### src/rtl/sscs_pkg.sv
package sscs_pkg;

    // ----------------------------------------------------------------
    // Frame layout
    // ----------------------------------------------------------------
    localparam int FRAME_BITS = 16;
    localparam logic [4:0] FRAME_LEN = 5'h10;
    localparam logic [4:0] CNT_MAX = 5'h1F;
    localparam logic [4:0] ADDR_DONE_CNT = 5'h07;
    localparam int ADDR_POS = 0;
    localparam int ACCESS_POS = 7;
    localparam int DATA_POS = 8;

    // ----------------------------------------------------------------
    // Address ranges
    // ----------------------------------------------------------------
    localparam logic [6:0] CTRL_FIRST = 7'h00;
    localparam logic [6:0] CTRL_LAST = 7'h1E;
    localparam int CTRL_NUM = 31;
    localparam logic [6:0] STAT_FIRST = 7'h40;
    localparam logic [6:0] STAT_LAST = 7'h7E;

    // ----------------------------------------------------------------
    // Clearable status registers (array index order)
    // ----------------------------------------------------------------
    localparam int STAT_NUM = 10;
    localparam logic [6:0] SUPPLY_STATUS_SECONDARY = 7'h40;
    localparam logic [6:0] SUPPLY_STATUS_PRIMARY = 7'h41;
    localparam logic [6:0] THERMAL_STATUS = 7'h42;
    localparam logic [6:0] DEVICE_STATUS = 7'h43;
    localparam logic [6:0] BUS_FAILURE_STATUS = 7'h44;
    localparam logic [6:0] BUS_FAILURE_STATUS_B = 7'h45;
    localparam logic [6:0] WAKE_SOURCE_STATUS = 7'h46;
    localparam logic [6:0] WAKE_SOURCE_STATUS_B = 7'h47;
    localparam logic [6:0] SWITCH_OVERLOAD_STATUS = 7'h54;
    localparam logic [6:0] SWITCH_OPEN_LOAD_STATUS = 7'h55;
    localparam logic [STAT_NUM-1:0][6:0] STAT_ADDR = {
        SWITCH_OPEN_LOAD_STATUS, SWITCH_OVERLOAD_STATUS, WAKE_SOURCE_STATUS_B,
        WAKE_SOURCE_STATUS, BUS_FAILURE_STATUS_B, BUS_FAILURE_STATUS, DEVICE_STATUS,
        THERMAL_STATUS, SUPPLY_STATUS_PRIMARY, SUPPLY_STATUS_SECONDARY};

    // Read-only status registers, never cleared
    localparam logic [6:0] WAKE_PIN_LEVEL_STATUS = 7'h48;
    localparam logic [6:0] SELECTIVE_WAKE_STATUS = 7'h4C;
    localparam logic [6:0] FAMILY_PRODUCT_IDENT = 7'h7E;
    // Arbitrary identification value
    localparam logic [7:0] IDENT_VALUE = 8'h5A;

    // ----------------------------------------------------------------
    // Control fields touched by hardware
    // ----------------------------------------------------------------
    localparam logic [6:0] CTRL_MODE = 7'h01;
    localparam int MODE_POS = 0;
    localparam logic [6:0] CTRL_BUS = 7'h03;
    localparam int CAN_POS = 0;
    localparam int LIN_POS = 2;
    localparam logic [1:0] BUS_OFF = 2'h0;
    localparam logic [1:0] BUS_WAKE = 2'h1;
    localparam logic [6:0] CTRL_SUPPLY = 7'h05;
    localparam int SUPA_POS = 0;
    localparam logic [6:0] CTRL_SWITCH = 7'h14;

    localparam logic [7:0] REG_RST = 8'h00;

    // ----------------------------------------------------------------
    // Types
    // ----------------------------------------------------------------
    typedef enum logic [1:0] {SSCS_NORMAL, SSCS_STOP, SSCS_SLEEP, SSCS_RESTART} sscs_mode_t;
    typedef enum logic {SSCS_IDLE, SSCS_FRAME} sscs_fsm_t;

    typedef struct packed {
        logic chg;
        sscs_mode_t mode;
    } sscs_mode_ev_t;

    typedef struct packed {
        logic cs_n;
        logic sclk;
        logic serial_in_pin;
    } sscs_pins_t;

endpackage

### src/rtl/sscs_spi.sv
`timescale 1ns/10ps
module sscs_spi (
    input wire logic clock_in,
    input wire logic reset_n_in,
    input wire sscs_pkg::sscs_pins_t spi_pins_in,
    input wire logic reset_output_pin_n_in,
    input wire sscs_pkg::sscs_mode_ev_t mode_event_in,
    input wire logic [sscs_pkg::STAT_NUM-1:0][7:0] status_event_in,
    input wire logic [7:0] wake_pin_level_in,
    input wire logic [7:0] selective_wake_status_in,
    input wire logic [7:0] switch_fault_in,
    input wire logic fail_trigger_in,
    input wire logic fail_clear_in,
    output logic serial_out_pin_out,
    output logic serial_out_pin_oe_out,
    output logic [7:0] status_summary_out,
    output logic [1:0] mode_config_out,
    output logic [7:0] switch_config_out,
    output logic [7:0] bus_config_out,
    output logic [7:0] supply_config_out,
    output logic fail_output_out
);

    // ----------------------------------------------------------------
    // State
    // ----------------------------------------------------------------
    typedef struct packed {
        sscs_pkg::sscs_fsm_t fsm;
        sscs_pkg::sscs_pins_t s1;
        sscs_pkg::sscs_pins_t s2;
        sscs_pkg::sscs_pins_t s3;
        logic [4:0] cnt;
        logic [15:0] rx;
        logic [15:0] tx;
        logic serial_out_pin;
        logic oe;
        logic err;
        logic bad;
        logic ro_seen;
        sscs_pkg::sscs_mode_t mode;
        logic [sscs_pkg::CTRL_NUM-1:0][7:0] ctrl;
        logic [sscs_pkg::STAT_NUM-1:0][7:0] stat;
        logic [7:0] summary;
        logic fail;
    } sscs_state_t;

    sscs_state_t st_q;
    sscs_state_t st_d;

    logic cs_fall;
    logic cs_rise;
    logic sck_rise;
    logic sck_fall;
    logic ro_low;
    logic frame_bad;
    logic frame_good;
    logic do_exec;
    logic [6:0] ex_addr;

    assign cs_fall = st_q.s3.cs_n & ~st_q.s2.cs_n;
    assign cs_rise = ~st_q.s3.cs_n & st_q.s2.cs_n;
    assign sck_rise = ~st_q.s3.sclk & st_q.s2.sclk & ~st_q.s2.cs_n;
    assign sck_fall = st_q.s3.sclk & ~st_q.s2.sclk & ~st_q.s2.cs_n;
    assign ro_low = ~reset_output_pin_n_in;
    assign ex_addr = st_q.rx[sscs_pkg::ADDR_POS +: 7];

    // Frame is bad on wrong count, clock high at a select edge or reset output low
    assign frame_bad = ((st_q.cnt != 5'h00) && (st_q.cnt != sscs_pkg::FRAME_LEN))
        || st_q.bad || st_q.s2.sclk || st_q.ro_seen || ro_low;
    assign frame_good = (st_q.cnt == sscs_pkg::FRAME_LEN) && !frame_bad;
    assign do_exec = (st_q.fsm == sscs_pkg::SSCS_FRAME) && cs_rise && frame_good
        && (st_q.mode != sscs_pkg::SSCS_RESTART);

    // ----------------------------------------------------------------
    // Register read and status index lookup
    // ----------------------------------------------------------------
    function automatic logic [7:0] read_byte(input sscs_state_t s, input logic [6:0] a);
        logic [7:0] r;
        r = 8'h00;
        if (a <= sscs_pkg::CTRL_LAST)
        begin
            r = s.ctrl[a[4:0]];
        end
        else if (a == sscs_pkg::WAKE_PIN_LEVEL_STATUS)
        begin
            r = wake_pin_level_in;
        end
        else if (a == sscs_pkg::SELECTIVE_WAKE_STATUS)
        begin
            r = selective_wake_status_in;
        end
        else if (a == sscs_pkg::FAMILY_PRODUCT_IDENT)
        begin
            r = sscs_pkg::IDENT_VALUE;
        end
        else
        begin
            for (int i = 0; i < sscs_pkg::STAT_NUM; i++)
            begin
                if (a == sscs_pkg::STAT_ADDR[i])
                begin
                    r = s.stat[i];
                end
            end
        end
        return r;
    endfunction

    // ----------------------------------------------------------------
    // Next state
    // ----------------------------------------------------------------
    always_comb
    begin
        st_d = st_q;
        st_d.s1 = spi_pins_in;
        st_d.s2 = st_q.s1;
        st_d.s3 = st_q.s2;

        case (st_q.fsm)
            sscs_pkg::SSCS_IDLE:
            begin
                st_d.oe = 1'b0;
                st_d.serial_out_pin = 1'b1;
                if (cs_fall)
                begin
                    st_d.fsm = sscs_pkg::SSCS_FRAME;
                    st_d.cnt = 5'h00;
                    st_d.bad = st_q.s3.sclk;
                    st_d.ro_seen = ro_low;
                    st_d.oe = 1'b1;
                    st_d.serial_out_pin = st_q.err;
                    st_d.tx = {8'h00, st_q.summary};
                end
            end
            sscs_pkg::SSCS_FRAME:
            begin
                if (ro_low)
                begin
                    st_d.ro_seen = 1'b1;
                end
                if (cs_rise)
                begin
                    st_d.fsm = sscs_pkg::SSCS_IDLE;
                    st_d.oe = 1'b0;
                    st_d.serial_out_pin = 1'b1;
                    st_d.err = frame_bad;
                end
                else
                begin
                    if (sck_fall)
                    begin
                        st_d.rx = {st_q.s2.serial_in_pin, st_q.rx[15:1]};
                        if (st_q.cnt != sscs_pkg::CNT_MAX)
                        begin
                            st_d.cnt = st_q.cnt + 5'h01;
                        end
                        if (st_q.cnt == sscs_pkg::ADDR_DONE_CNT)
                        begin
                            st_d.tx[7:0] = read_byte(st_q, st_q.rx[15:9]);
                        end
                    end
                    if (sck_rise)
                    begin
                        st_d.serial_out_pin = st_q.tx[0];
                        st_d.tx = {1'b0, st_q.tx[15:1]};
                    end
                end
            end
            default:
            begin
                st_d.fsm = sscs_pkg::SSCS_IDLE;
            end
        endcase

        if (ro_low)
        begin
            st_d.oe = 1'b1;
            st_d.serial_out_pin = 1'b1;
        end

        // Executed at select rise; new control value visible from next frame
        if (do_exec && st_q.rx[sscs_pkg::ACCESS_POS] && (ex_addr <= sscs_pkg::CTRL_LAST))
        begin
            st_d.ctrl[ex_addr[4:0]] = st_q.rx[sscs_pkg::DATA_POS +: 8];
        end
        for (int i = 0; i < sscs_pkg::STAT_NUM; i++)
        begin
            // Clear only listed registers; events in the same cycle win
            if (do_exec && st_q.rx[sscs_pkg::ACCESS_POS] && (ex_addr == sscs_pkg::STAT_ADDR[i]))
            begin
                st_d.stat[i] = sscs_pkg::REG_RST;
            end
            st_d.stat[i] = st_d.stat[i] | status_event_in[i];
        end

        // Automatic configuration updates on mode change
        if (mode_event_in.chg)
        begin
            st_d.mode = mode_event_in.mode;
            st_d.ctrl[sscs_pkg::CTRL_MODE][sscs_pkg::MODE_POS +: 2] = mode_event_in.mode;
            if (mode_event_in.mode == sscs_pkg::SSCS_SLEEP)
            begin
                if ((st_q.ctrl[sscs_pkg::CTRL_BUS][sscs_pkg::CAN_POS +: 2] != sscs_pkg::BUS_OFF)
                    && (st_q.ctrl[sscs_pkg::CTRL_BUS][sscs_pkg::CAN_POS +: 2]
                    != sscs_pkg::BUS_WAKE))
                begin
                    st_d.ctrl[sscs_pkg::CTRL_BUS][sscs_pkg::CAN_POS +: 2] = sscs_pkg::BUS_WAKE;
                end
                if ((st_q.ctrl[sscs_pkg::CTRL_BUS][sscs_pkg::LIN_POS +: 2] != sscs_pkg::BUS_OFF)
                    && (st_q.ctrl[sscs_pkg::CTRL_BUS][sscs_pkg::LIN_POS +: 2]
                    != sscs_pkg::BUS_WAKE))
                begin
                    st_d.ctrl[sscs_pkg::CTRL_BUS][sscs_pkg::LIN_POS +: 2] = sscs_pkg::BUS_WAKE;
                end
            end
            if (mode_event_in.mode == sscs_pkg::SSCS_RESTART)
            begin
                st_d.ctrl[sscs_pkg::CTRL_SWITCH] = sscs_pkg::REG_RST;
                st_d.ctrl[sscs_pkg::CTRL_SUPPLY][sscs_pkg::SUPA_POS] = 1'b0;
            end
        end

        // Faulted switch turns off; no wake is raised
        st_d.ctrl[sscs_pkg::CTRL_SWITCH] = st_d.ctrl[sscs_pkg::CTRL_SWITCH] & ~switch_fault_in;

        // Fail output stays active across low-power and restart entries
        if (fail_clear_in && (st_q.mode == sscs_pkg::SSCS_NORMAL))
        begin
            st_d.fail = 1'b0;
        end
        if (fail_trigger_in)
        begin
            st_d.fail = 1'b1;
        end

        // Summary field
        st_d.summary[0] = |st_q.stat[1];
        st_d.summary[1] = |st_q.stat[2];
        st_d.summary[2] = |st_q.stat[3];
        st_d.summary[3] = |st_q.stat[4] | |st_q.stat[5];
        st_d.summary[4] = |st_q.stat[6] | |st_q.stat[7];
        st_d.summary[5] = |st_q.stat[0];
        st_d.summary[6] = |st_q.stat[8];
        st_d.summary[7] = |st_q.stat[9];
    end

    // ----------------------------------------------------------------
    // Registers
    // ----------------------------------------------------------------
    always_ff @(posedge clock_in or negedge reset_n_in)
    begin
        if (!reset_n_in)
        begin
            st_q <= '0;
            st_q.s1 <= 3'h7;
            st_q.s2 <= 3'h7;
            st_q.s3 <= 3'h7;
            st_q.serial_out_pin <= 1'b1;
            st_q.fsm <= sscs_pkg::SSCS_IDLE;
            st_q.mode <= sscs_pkg::SSCS_NORMAL;
        end
        else
        begin
            st_q <= st_d;
        end
    end

    assign serial_out_pin_out = st_q.serial_out_pin;
    assign serial_out_pin_oe_out = st_q.oe;
    assign status_summary_out = st_q.summary;
    assign mode_config_out = st_q.ctrl[sscs_pkg::CTRL_MODE][sscs_pkg::MODE_POS +: 2];
    assign switch_config_out = st_q.ctrl[sscs_pkg::CTRL_SWITCH];
    assign bus_config_out = st_q.ctrl[sscs_pkg::CTRL_BUS];
    assign supply_config_out = st_q.ctrl[sscs_pkg::CTRL_SUPPLY];
    assign fail_output_out = st_q.fail;
endmodule // sscs_spi

### config.mk
export PLATFORM = sky130hd
export DESIGN_NAME = sscs_spi
export DESIGN_NICKNAME = d
export VERILOG_FILES = /design/src/rtl/sscs_pkg.sv /design/src/rtl/sscs_spi.sv
export SDC_FILE = /design/constraint.sdc
export NUM_CORES = 1
export LEC_CHECK = 0
export BUFFER_PORTS_ARGS = -buffer_cell sky130_fd_sc_hd__buf_2
export CELL_PAD_IN_SITES_DETAIL_PLACEMENT = 0
export CELL_PAD_IN_SITES_GLOBAL_PLACEMENT = 1
export CORE_MARGIN = 4
export CORE_UTILIZATION = 46
export CTS_CLUSTER_DIAMETER = 150
export CTS_CLUSTER_SIZE = 40
export DETAILED_ROUTE_END_ITERATION = 8
export PLACE_DENSITY_LB_ADDON = 0.1
export SYNTH_ARGS = -nofsm -noshare
export SYNTH_HDL_FRONTEND = slang
export SYNTH_SLANG_ARGS = --single-unit
### constraint.sdc
create_clock -name clock_in -period 7.4 [get_ports clock_in]
set_input_delay 2.22 -clock clock_in [delete_from_list [all_inputs] [get_ports clock_in]]
set_output_delay 2.22 -clock clock_in [all_outputs]
set_load 0.005 [all_outputs]
# Word-level counts from Yosys, hierarchy flattened
# Cells that the tools add are included.
# totals
register_bits,390
in_bits,115
output_inout_bits,37
wordCells,249
# classes
addsub,1
magnitude_cmp,5
eq_ne,42
n_mux,60
bitwise_logic,27
reduce_logical,49
# ops
cell,n
bitwise mux 248 bit,1
two-way mux 8 bit,30
two-way mux 168 bit,1
"== test 7 bit, second input constant",23
bitwise OR 8 bit,10
OR reduction 8 bit,10
binary-select mux 8 bit (select 5 bit),1
demux 8 bit (select 5 bit),1
two-way mux 37 bit,1
one-hot mux 18 bit (2 select lines),1
logical AND 1 bit,21
two-way mux 21 bit,1
two-way mux 18 bit,1
two-way mux 17 bit,1
"less-or-equal comparator 7 x 5 -> 1 bit, second input constant",2
"less-than comparator 5 x 6 -> 1 bit, second input constant",2
two-way mux 2 bit,5
two-way mux 5 bit,2
"!= test 2 x 1 -> 1 bit, second input constant",5
"!= test 5 bit, second input constant",2
one-hot mux 5 bit (2 select lines),1
two-way mux 1 bit,9
bitwise AND 8 bit,1
two-way mux 4 bit,2
other kinds (22),50

# Logic depth before layout (Yosys ltp)
# Gate-level depths: netlist of the first run.
# depth
depth_word,21
mapped_depth,9
ltp_nobuf,8

# Least setup slack after synthesis of the first run
# OpenSTA, ideal clock, no wires.
# synth_timing
path_kind,input to register
start,input port reset_output_pin_n_in
end,register st_q[185] (netlist name)
setup_time_ps,125
arrival_ps,3816
t_required_ps,7275
path_slack_ps,3459
cell_stages,5
n_path_buf,1
path_cell_list,nand3_2 > or4_4 > or4_1 > buf_4 > mux2_4
# synth_via
elab_chain_cells,8
# synth_lines
element,line_no,text
from (decl),sscs_spi.sv:6,"input wire logic reset_output_pin_n_in,"
inverter 1 bit,sscs_spi.sv:64,assign ro_low = ~reset_output_pin_n_in;
logical OR 1 bit,sscs_spi.sv:69,|| st_q.bad || st_q.s2.sclk || st_q.ro_seen || ro_low;
logical NOT 1 bit,sscs_spi.sv:70,assign frame_good = (st_q.cnt == sscs_pkg::FRAME_LEN) && !frame_bad;
logical AND 1 bit,sscs_spi.sv:70,
logical AND 1 bit,sscs_spi.sv:71,assign do_exec = (st_q.fsm == sscs_pkg::SSCS_FRAME) && cs_rise && frame_good
logical AND 1 bit,sscs_spi.sv:72,&& (st_q.mode != sscs_pkg::SSCS_RESTART);
logical AND 1 bit (2 in a row),sscs_spi.sv:182,if (do_exec && st_q.rx[sscs_pkg::ACCESS_POS] && (ex_addr <= sscs_pkg::CTRL_LAST))
to (signal assigned),sscs_spi.sv:264,st_q <= st_d;
to (decl),sscs_spi.sv:47,sscs_state_t st_q;
# No other way between the ends.
# A chain may end at the register's enable or synchronous reset.

# Worst setup path after layout of the first run
# layout_timing
start,input port reset_output_pin_n_in
end,register st_q[244] (netlist name)
# The elaborated chain is that of the path after synthesis.

==> results of run 1 <==
-- how the worst max path moves through the flow --
| stage | start | slack [ns] | to | cells past startpoint |
|---|---|---|---|---|
| after floorplan | reset_output_pin_n_in | 3.46 | st_q[185] | 5 |
| after global placement | reset_output_pin_n_in | 2.79 | st_q[246] | 6 |
| after detailed placement | reset_output_pin_n_in | 2.75 | st_q[246] | 6 |
| after CTS | reset_output_pin_n_in | 3.31 | st_q[244] | 6 |
| after global routing | reset_output_pin_n_in | 3.15 | st_q[246] | 6 |
| final | reset_output_pin_n_in | 3.28 | st_q[244] | 6 |
-- metrics by stage --
stage | setup slack, ns | util, % | instance area (µm²) | std cells | total power, W
detailed placement | 2.75 | 49.3 | 19100 | 1954 | 0.00300
global route | 3.15 | 50.2 | 19500 | 1972 | 0.00411
floorplan | 3.46 | - | 18200 | 1390 | 0.00267
CTS | 3.31 | 50.2 | 19500 | 1972 | 0.00399
finish | 3.28 | 50.2 | 19500 | 1972 | 0.00394
global placement | 2.79 | 49.3 | 19100 | 1954 | 0.00300
-- cell usage in the layout, fill, tap and decap left out, types with 7 or more instances in the layout --
cell type,synthesis,final
a21o_1,81,81
mux2_4,12,12
nor2_1,37,37
nor3_1,23,23
nor3b_1,9,9
nor2_2,12,12
and3_1,8,8
nand3_1,17,17
a22oi_1,8,8
buf_2,16,150
mux2_1,34,34
o22ai_1,12,12
nor4_1,22,22
clkbuf_16,0,13
nand2_1,81,81
nor2b_1,16,16
mux2i_1,56,56
a211oi_1,10,10
a22o_1,8,8
buf_4,36,13
a21oi_1,16,16
dfrtp_1,380,376
mux4_2,52,52
inv_1,13,13
nand2b_1,7,7
nand3b_1,7,7
dfstp_2,9,9
mux2_2,198,198
o21ai_0,34,34
-- critical path, stage by stage --
cell and delay (ns):
buf_2 0.12, nand3_2 0.18, nor4_4 0.49, nand3_1 0.39, nor2b_1 0.71, mux2_2 0.41
-- layout make-up --
class	count	area (µm²)	area share (%)
tap	518	648	3.33
clock inverter	1	16.3	0.0835
sequential	389	9760	50.1
timing repair buffer	167	923	4.74
inverter	13	48.8	0.250
multi-input combinational	867	7750	39.8
clock buffer	17	340	1.75
-- layer usage --
metal	vias up	GRT usage (%)
li1	5236	-
met1	6077	33.8
met2	276	36.7
met3	50	2.87
met4	0	5.32
met5	-	0
-- report_power, final --
part	internal (W)	total [W]	leakage [nW]	switching, W
sequential	0.00217	0.00223	4.89	0.0000671
combinational	0.000219	0.000728	3.50	0.000509
clock	0.000335	0.000974	0.172	0.000639
total	0.00272	0.00394	8.55	0.00121
-- cells by family after synthesis --
logic type | synth area share [%]
muxes | 24.9
DFF | 53.7
and+or+nand+nor | 8.20
buffers and inverters | 3.62
AOI/OAI and AO/OA | 9.34
adders and majority gates | 0.207
xor gates and xnor gates | 0.0482
-- flip-flops by register name, summed over array words and instances (netlist names) --
name / count
st_q: 339
bus_config_out: 8
status_summary_out: 8
supply_config_out: 8
switch_config_out: 8
ex_addr: 7
st_d: 6
mode_config_out: 2
fail_output_out: 1
serial_out_pin_oe_out: 1
serial_out_pin_out: 1
==> flow_summary.yaml, run 1 <==
run_status:
  status: "finished, final reports clean"
yosys:
  synth_cell_types: 73
  yosys-top-cells-area: "dfrtp_1, mux2_2, mux4_2"
  async_flop_share_pct: 100
  syn_avg_cell_area_um2: 13.1
  synthTopCellsByCount: "dfrtp_1, mux2_2, a21o_1, nand2_1, clkbuf_1"
  ys_seq_area_share_pct: 53.7
  syn_area_um2: 18200
  yosysTopAreaCell: "dfrtp_1"
  syn_inst: 1390
  yosys_warnings: 0
  syn_nets: 1508
  synth.top_cell.area_share_pct: 52.4
  synth_top_flop_cell: "dfrtp_1"
  yosysMostFrequentCell: "dfrtp_1"
  ys_seq_elements: 389
  synth_edf_count: 0
cts:
  clock-sinks: 389
  cts-htree-levels: 1
  clk_pin_slew_worst_paths_ns: 0.14
  cts_made_buffers: 13
  cts-resized-gates: 0
  clk_path_buf_depth: 3
  cts_tree: "yes"
  cts_setup_buffers: 0
  cts-hold-fix-buffers: 0
  clock_latency_ns: 0.54
  cts-root-buf: "clkbuf_16"
timing:
  final-hold-violation-count: 0
  setup_viol: 0
  fin_worst_skew_ns: 0.0360
  whs_ns: 0.366
  drv_slew: 0
  min_period_ns: 4.12
  fmax_mhz: 243
  fin_tns_setup_ns: 0
  post-route-period-util_pct: 55.7
  worstMarginPinSlew_ns: 0.989
  rsz0062_at_grt: "false"
  slew-limit-headroom_pct: 33.7
route:
  top_layer_used: "met4"
  wirelength_um: 49000
  wl_per_cell_um: 24.8
  drt_first_iter_violations: 879
  vias: 11600
  wl_met3_um: 2380
  wl_met2_um: 22600
  viasPerCell: 5.90
  drt-met1-wl_um: 22700
  drcViolationCount: 0
  drtPass1Iterations: 7
  ant_nets: 0
layout:
  final_layout_size_suffix_gt1_share_pct: 32.9
  synthToLayoutAreaGrowth_pct: 7.32
  fillCellCount: 3473
  nets: 1569
  insertedDiodeCount: 0
global_routing:
  grt.overflow.total: 0
  grt_usage_pct: 22.9
  antenna_found_initial: 0
  grt_pass1_wl_um: 75000
  grt_max_degree: 124
  grt_pass1_vias: 11900
floorplanning:
  rows: 72
  die_h_um: 207
  ios: 152
  fp.coreArea_um2: 38800
  die_area_um2: 42700
  die_w_um: 207
  start_util_pct: 46.8
worst_setup_path:
  start_kind: "input pin"
  regToRegEndpoint: "st_q[349]"
  r2r-start: "st_q[369]"
  critPathMaxFanout: 8
  rrSetupSlack_ns: 3.87
  worstSetupPathType: "in -> reg"
  worstPathRequired_ns: 7.82
  critical_path.endpoint_type: "flip-flop"
  reg2regPathDepth: 7
  cp_data_arrival_time_ns: 4.54
placed_design:
  place_congestion: 0.853
  io_buffer_count: 151
  place_hpwl_um: 33600
power_and_ir_drop:
  p_per_area_nw_per_um2: 202
  cellLeakagePower_nw: 8.55
  ir_worst_vdd_v: 0.000149
flow_run:
  cap_violations: 0
worst_hold_path:
  holdPathStages: 0
  hp-start: "st_d[385]"
  holdPathEnd: "st_d[382]"
  hp-class: "reg -> reg"
Note: power is estimated with default switching activity, not from simulation.
==> run 2: changes to the inputs <==
==> constraint.sdc (replaced) <==
create_clock -name clock_in -period 3.9 [get_ports clock_in]
set_input_delay 1.17 -clock clock_in [delete_from_list [all_inputs] [get_ports clock_in]]
set_output_delay 1.17 -clock clock_in [all_outputs]
set_load 0.005 [all_outputs]
==> run 2 against run 1 <==
Effect of this change: register-to-register slack lost 3.2 ns; clock power grew 94%; via count grew 1.3%; total power grew 93%; wire length grew 1.7%; combinational power grew 99%; cell count grew 1.4%; worst setup slack lost 2.6 ns; first-iteration DRC count shrank 7.7%.
==> flow_summary.yaml, run 2 (synthesis results as in run 1) <==
worst_setup_path:
  critPathMaxFanout: 43
  path_buf_inv: 0
  cp_slowest_cell: "dfrtp_4"
  rrSetupSlack_ns: 0.66
  worstPathRequired_ns: 4.31
  critPathTopFamily: "simple AND/OR/NAND/NOR gates"
  critical_path.endpoint_type: "flip-flop"
  reg2regPathDepth: 5
  r2r-start: "st_q[369]"
  path_cells: "and2_1 -> a311oi_1 -> nor2_1 -> nor4_1 -> o31ai_1"
  regToRegEndpoint: "st_q[345]"
  start_kind: "flip-flop"
  cp_data_arrival_time_ns: 3.65
  worstSetupPathType: "reg -> reg"
  cpPeakStageDelay_ns: 0.79
layout:
  nets: 1595
  multi_input_area_um2: 7750
  largest_reg_flops: 339
  seq_area_um2: 9760
  stdcell_count: 1999
  layout_common_cells: "dfrtp_1, mux2_2, buf_2, nand2_1, a21o_1"
  fillCellCount: 3484
  synthToLayoutAreaGrowth_pct: 8.78
  final_layout_size_suffix_gt1_share_pct: 34.1
  insertedDiodeCount: 0
  mostFrequentLayoutCell: "dfrtp_1"
  regMostFlops: "st_q"
floorplanning:
  start_util_pct: 46.8
  die_w_um: 207
  ios: 152
  rows: 72
  die_h_um: 207
  die_area_um2: 42700
  fp.coreArea_um2: 38800
global_routing:
  antenna_found_initial: 0
  grt_pass1_wl_um: 76300
  grt_pass1_vias: 12100
  grt_usage_pct: 23.3
  grt.overflow.total: 0
  grt_max_degree: 82
timing:
  setup_viol: 0
  post-route-period-util_pct: 83.1
  fmax_mhz: 308
  min_period_ns: 3.24
  fin_tns_setup_ns: 0
  fin_worst_skew_ns: 0.0365
  worstMarginPinSlew_ns: 0.907
  drv_slew: 0
  final-hold-violation-count: 0
  rsz0062_at_grt: "false"
  slew-limit-headroom_pct: 39.1
route:
  drcViolationCount: 0
  wl_met2_um: 22800
  ant_nets: 0
  drt_first_iter_violations: 811
  wirelength_um: 49800
  top_layer_used: "met4"
  viasPerCell: 5.90
  vias: 11800
  drtPass1Iterations: 7
  wl_per_cell_um: 24.9
  drt-met1-wl_um: 22800
  wl_met3_um: 2780
cts:
  clk_pin_slew_worst_paths_ns: 0.16
  clk_path_buf_depth: 3
  cts-root-buf: "clkbuf_16"
  cts-resized-gates: 0
  cts-htree-levels: 1
  clock_latency_ns: 0.56
  clock-sinks: 389
  cts_made_buffers: 13
  cts-hold-fix-buffers: 0
  cts_tree: "yes"
  cts_setup_buffers: 0
run_status:
  status: "finished, final reports clean"
power_and_ir_drop:
  cellLeakagePower_nw: 8.71
  p_per_area_nw_per_um2: 385
  ir_worst_vdd_v: 0.000311
worst_hold_path:
  hp-class: "reg -> reg"
  holdPathEnd: "st_d[383]"
  hp-start: "st_d[386]"
  holdPathStages: 0
placed_design:
  io_buffer_count: 151
  place_congestion: 0.886
  dp.cells: 1980
  place_hpwl_um: 35400
flow_run:
  cap_violations: 0
-- run 2: cell types whose count changed in the layout (fill, tap and decap cells not counted), sizes merged --
cell	delta
buf	+26
inv	+1
-- run 2: how the worst max path moves through the flow --
stage	slack, ns	cells past startpoint	end	startpoint
6_report	0.66	5	st_q[345]	st_q[369]
2_1_floorplan	1.01	5	st_q[185]	reset_output_pin_n_in
4_1_cts	0.77	5	st_q[345]	st_q[369]
3_3_place_gp	0.51	6	switch_config_out[6]	reset_output_pin_n_in
3_5_place_dp	0.49	6	switch_config_out[6]	reset_output_pin_n_in
5_1_grt	0.44	7	st_q[345]	st_q[369]
-- run 2: cell type report --
type	count	area share [%]
timing repair buffer	193	5.98
clock inverter	2	0.127
multi-input combinational	867	39.3
sequential	389	49.4
clock buffer	17	1.72
inverter	13	0.247
tap	518	3.28
-- run 2: report_power, final --
group	switching (W)	internal (W)
Sequential	0.000156	0.00411
Clock	0.00125	0.000642
Combinational	0.000984	0.000468
-- run 2: routing by layer --
metal	vias up	global-route usage [%]
li1	5282	-
met1	6142	33.9
met2	303	36.7
met3	59	4.11
met4	0	5.96
met5	-	0
-- run 2: metrics by stage --
step	instance area, µm²	power, W	worst slack, ns	hold WS, ns	utilization (%)
2_1_floorplan	18200	0.00507	1.01	0.345	-
3_3_place_gp	19400	0.00578	0.515	0.347	49.9
3_5_place_dp	19400	0.00578	0.489	0.349	49.9
4_1_cts	19800	0.00767	0.767	0.369	50.9
5_1_grt	19800	0.00792	0.444	0.367	50.9
6_report	19800	0.00761	0.658	0.362	50.9
==> run 3: changes to the inputs <==
--- a/config.mk
+++ b/config.mk
@@ -5,6 +5,7 @@
 export SDC_FILE = /design/constraint.sdc
 export NUM_CORES = 1
 export LEC_CHECK = 0
+export ABC_AREA = 1
 export BUFFER_PORTS_ARGS = -buffer_cell sky130_fd_sc_hd__buf_2
 export CELL_PAD_IN_SITES_DETAIL_PLACEMENT = 0
 export CELL_PAD_IN_SITES_GLOBAL_PLACEMENT = 1
==> constraint.sdc (replaced) <==
create_clock -name clock_in -period 3.25 [get_ports clock_in]
set_input_delay 0.975 -clock clock_in [delete_from_list [all_inputs] [get_ports clock_in]]
set_output_delay 0.975 -clock clock_in [all_outputs]
set_load 0.005 [all_outputs]
==> run 3 against run 2 <==
Effect of this change: synthesized cell count rose by 44%; clock skew fell by 0.0074 ns; clock-buffer cell count did not move; core utilization rose by 0.23 points; critical endpoint is now st_q[351]; largest cell class unchanged; highest routed layer unchanged.
==> flow_summary.yaml, run 3 <==
global_routing:
  antenna_found_initial: 1
  grt_pass1_wl_um: 85100
  grt_max_degree: 108
  grt.overflow.total: 0
  grt_pass1_vias: 14100
  grt_usage_pct: 25.9
cts:
  cts-resized-gates: 0
  cts_setup_buffers: 0
  cts_tree: "yes"
  clk_pin_slew_worst_paths_ns: 0.15
  cts-root-buf: "clkbuf_16"
  clock-sinks: 389
  cts-hold-fix-buffers: 0
  clk_path_buf_depth: 3
  cts_made_buffers: 13
  cts-htree-levels: 1
  clock_latency_ns: 0.54
layout:
  mostFrequentLayoutCell: "nand2_1"
  largest_reg_flops: 339
  nets: 2206
  final_util_pct: 51.1
  synthToLayoutAreaGrowth_pct: 8.65
  final_layout_size_suffix_gt1_share_pct: 14.1
  layout_common_cells: "nand2_1, dfrtp_1, inv_1, o21ai_0, buf_2"
  regMostFlops: "st_q"
  insertedDiodeCount: 0
worst_setup_path:
  cpPeakStageDelay_ns: 0.66
  cp_slowest_cell: "dfrtp_1"
  critPathTopFamily: "compound AO/OA/AOI/OAI gates"
  worstSetupPathType: "reg -> reg"
  cp_data_arrival_time_ns: 3.38
  path_cells: "inv_2 -> nand2_2 -> buf_12 -> nor2_1 -> o31ai_1 -> nand4_1 -> nand2_1 -> nand2_1 -> a21oi_1 -> nand2_1 -> a21oi_1"
  critical_path.endpoint_type: "flip-flop"
  worstPathRequired_ns: 3.73
  critPathMaxFanout: 37
  crit_path_frequent_cell: "nand2_1"
  start_kind: "flip-flop"
  path_depth: 11
  path_buf_inv: 2
  reg2regPathDepth: 11
route:
  viasPerCell: 5.57
  vias: 14500
  ant_nets: 0
  drt_first_iter_violations: 1237
  wirelength_um: 55000
  drtPass1Iterations: 5
  drcViolationCount: 0
  wl_per_cell_um: 21.1
yosys:
  syn_inst: 2004
  ys_seq_area_share_pct: 54.5
  synthTopCellsByCount: "nand2_1, dfrtp_1, inv_1"
  synth_top_family_by_area: "compound AO/OA/AOI/OAI gates"
  async_flop_share_pct: 100
  synth.top_cell.area_share_pct: 53.2
  synthSimpleGateAreaFrac_pct: 17.8
  synthAdderAreaFrac_pct: 0.210
  synth_xor_area_share_pct: 0
  synth_edf_count: 0
  syn_nets: 2122
  synth_top_flop_cell: "dfrtp_1"
  yosys-top-cells-area: "dfrtp_1, nand2_1, o21ai_0"
  synth_cell_types: 44
  synthMuxAreaShare_pct: 0
  synth_compound_area_share_pct: 19.0
  syn_avg_cell_area_um2: 8.92
  yosysMostFrequentCell: "nand2_1"
  yosys_warnings: 0
  ys_seq_elements: 389
  yosysTopAreaCell: "dfrtp_1"
  syn_area_um2: 17900
floorplanning:
  die_h_um: 205
  die_w_um: 205
  fp.coreArea_um2: 38000
  start_util_pct: 47.0
  rows: 71
  ios: 152
  die_area_um2: 42100
timing:
  min_period_ns: 2.90
  worstMarginPinSlew_ns: 1.16
  fmax_mhz: 345
  slew-limit-headroom_pct: 22.8
  rsz0062_at_grt: "false"
  setup_viol: 0
  post-route-period-util_pct: 89.3
  drv_slew: 0
  fin_worst_skew_ns: 0.0291
  fin_tns_setup_ns: 0
  whs_ns: 0.282
  final-hold-violation-count: 0
placed_design:
  place_hpwl_um: 39000
  place_congestion: 0.899
  io_buffer_count: 151
flow_run:
  cap_violations: 0
run_status:
  status: "finished, final reports clean"
worst_hold_path:
  hp-class: "in -> async"
power_and_ir_drop:
  cellLeakagePower_nw: 9.60
  ir_worst_vdd_v: 0.000329
  p_per_area_nw_per_um2: 480
## run 3: changes by cell type in the layout (fill, tap and decap cells not counted), sizes merged, moves of 49 or more
| cell | change |
|---|---|
| o22ai | +97 |
| inv | +199 |
| mux2i | -56 |
| mux2 | -244 |
| o21bai | +80 |
| mux4 | -52 |
| o21ai | +293 |
| nand2 | +375 |
| a21o | -80 |
| nand3 | +49 |
## run 3: metrics by stage
step	std cells	setup WS, ns	power, W	cell area (µm²)
floorplan	2004	1.12	0.00621	17900
global placement	2584	0.441	0.00714	19100
detailed placement	2584	0.413	0.00714	19100
CTS	2602	0.432	0.00940	19400
global route	2602	0.192	0.00976	19400
finish	2602	0.348	0.00933	19400
## run 3: final timing paths
check | slack (ns) | from | endpoint
worst max-delay path | 0.35 | st_q[369] | st_q[351]
worst min-delay path | 0.28 | reset_n_in | st_q[170]
worst max register to register | 0.35 | st_q[369] | st_q[351]
worst min register to register | 0.37 | st_d[386] | st_d[383]
max in group asynchronous | 2.11 | reset_n_in | st_q[268]
min in group clock_in | 0.37 | st_d[386] | st_d[383]
## run 3: cell families (layout without fill, tap and decap cells)
| family | count (synthesis) | count (layout) |
|---|---|---|
| AO/OA/AOI/OAI | 591 | 591 |
| flip-flops | 389 | 389 |
| buffers and inverters | 344 | 431 |
| AND/OR/NAND/NOR | 677 | 677 |
| adder cells (fa/ha/maj) | 3 | 3 |
## run 3: layout make-up
class	instances	area, µm²
Clock buffer	17	340
Tap cell	511	639
Timing Repair Buffer	200	1260
Clock inverter	1	16.3
Multi-Input combinational cell	1271	6630
Inverter	213	800
Fill cell	3779	18600
Sequential cell	389	9750
## run 3: report_power, final
group          leakage (nW)  switching (W)  internal (W)  total (W)
clock                 0.172        0.00150      0.000763    0.00226
sequential             4.85       0.000117       0.00496    0.00508
combinational          4.58        0.00145      0.000544    0.00199
## run 3: layer usage
| layer | GRT usage (%) | wire [µm] | vias up |
|---|---|---|---|
| li1 | - | - | 6855 |
| met1 | 38.0 | 24800 | 7114 |
| met3 | 4.00 | 3560 | 74 |
| met2 | 41.2 | 25400 | 447 |
| met5 | 0 | 0 | - |
| met4 | 5.62 | 1280 | 0 |
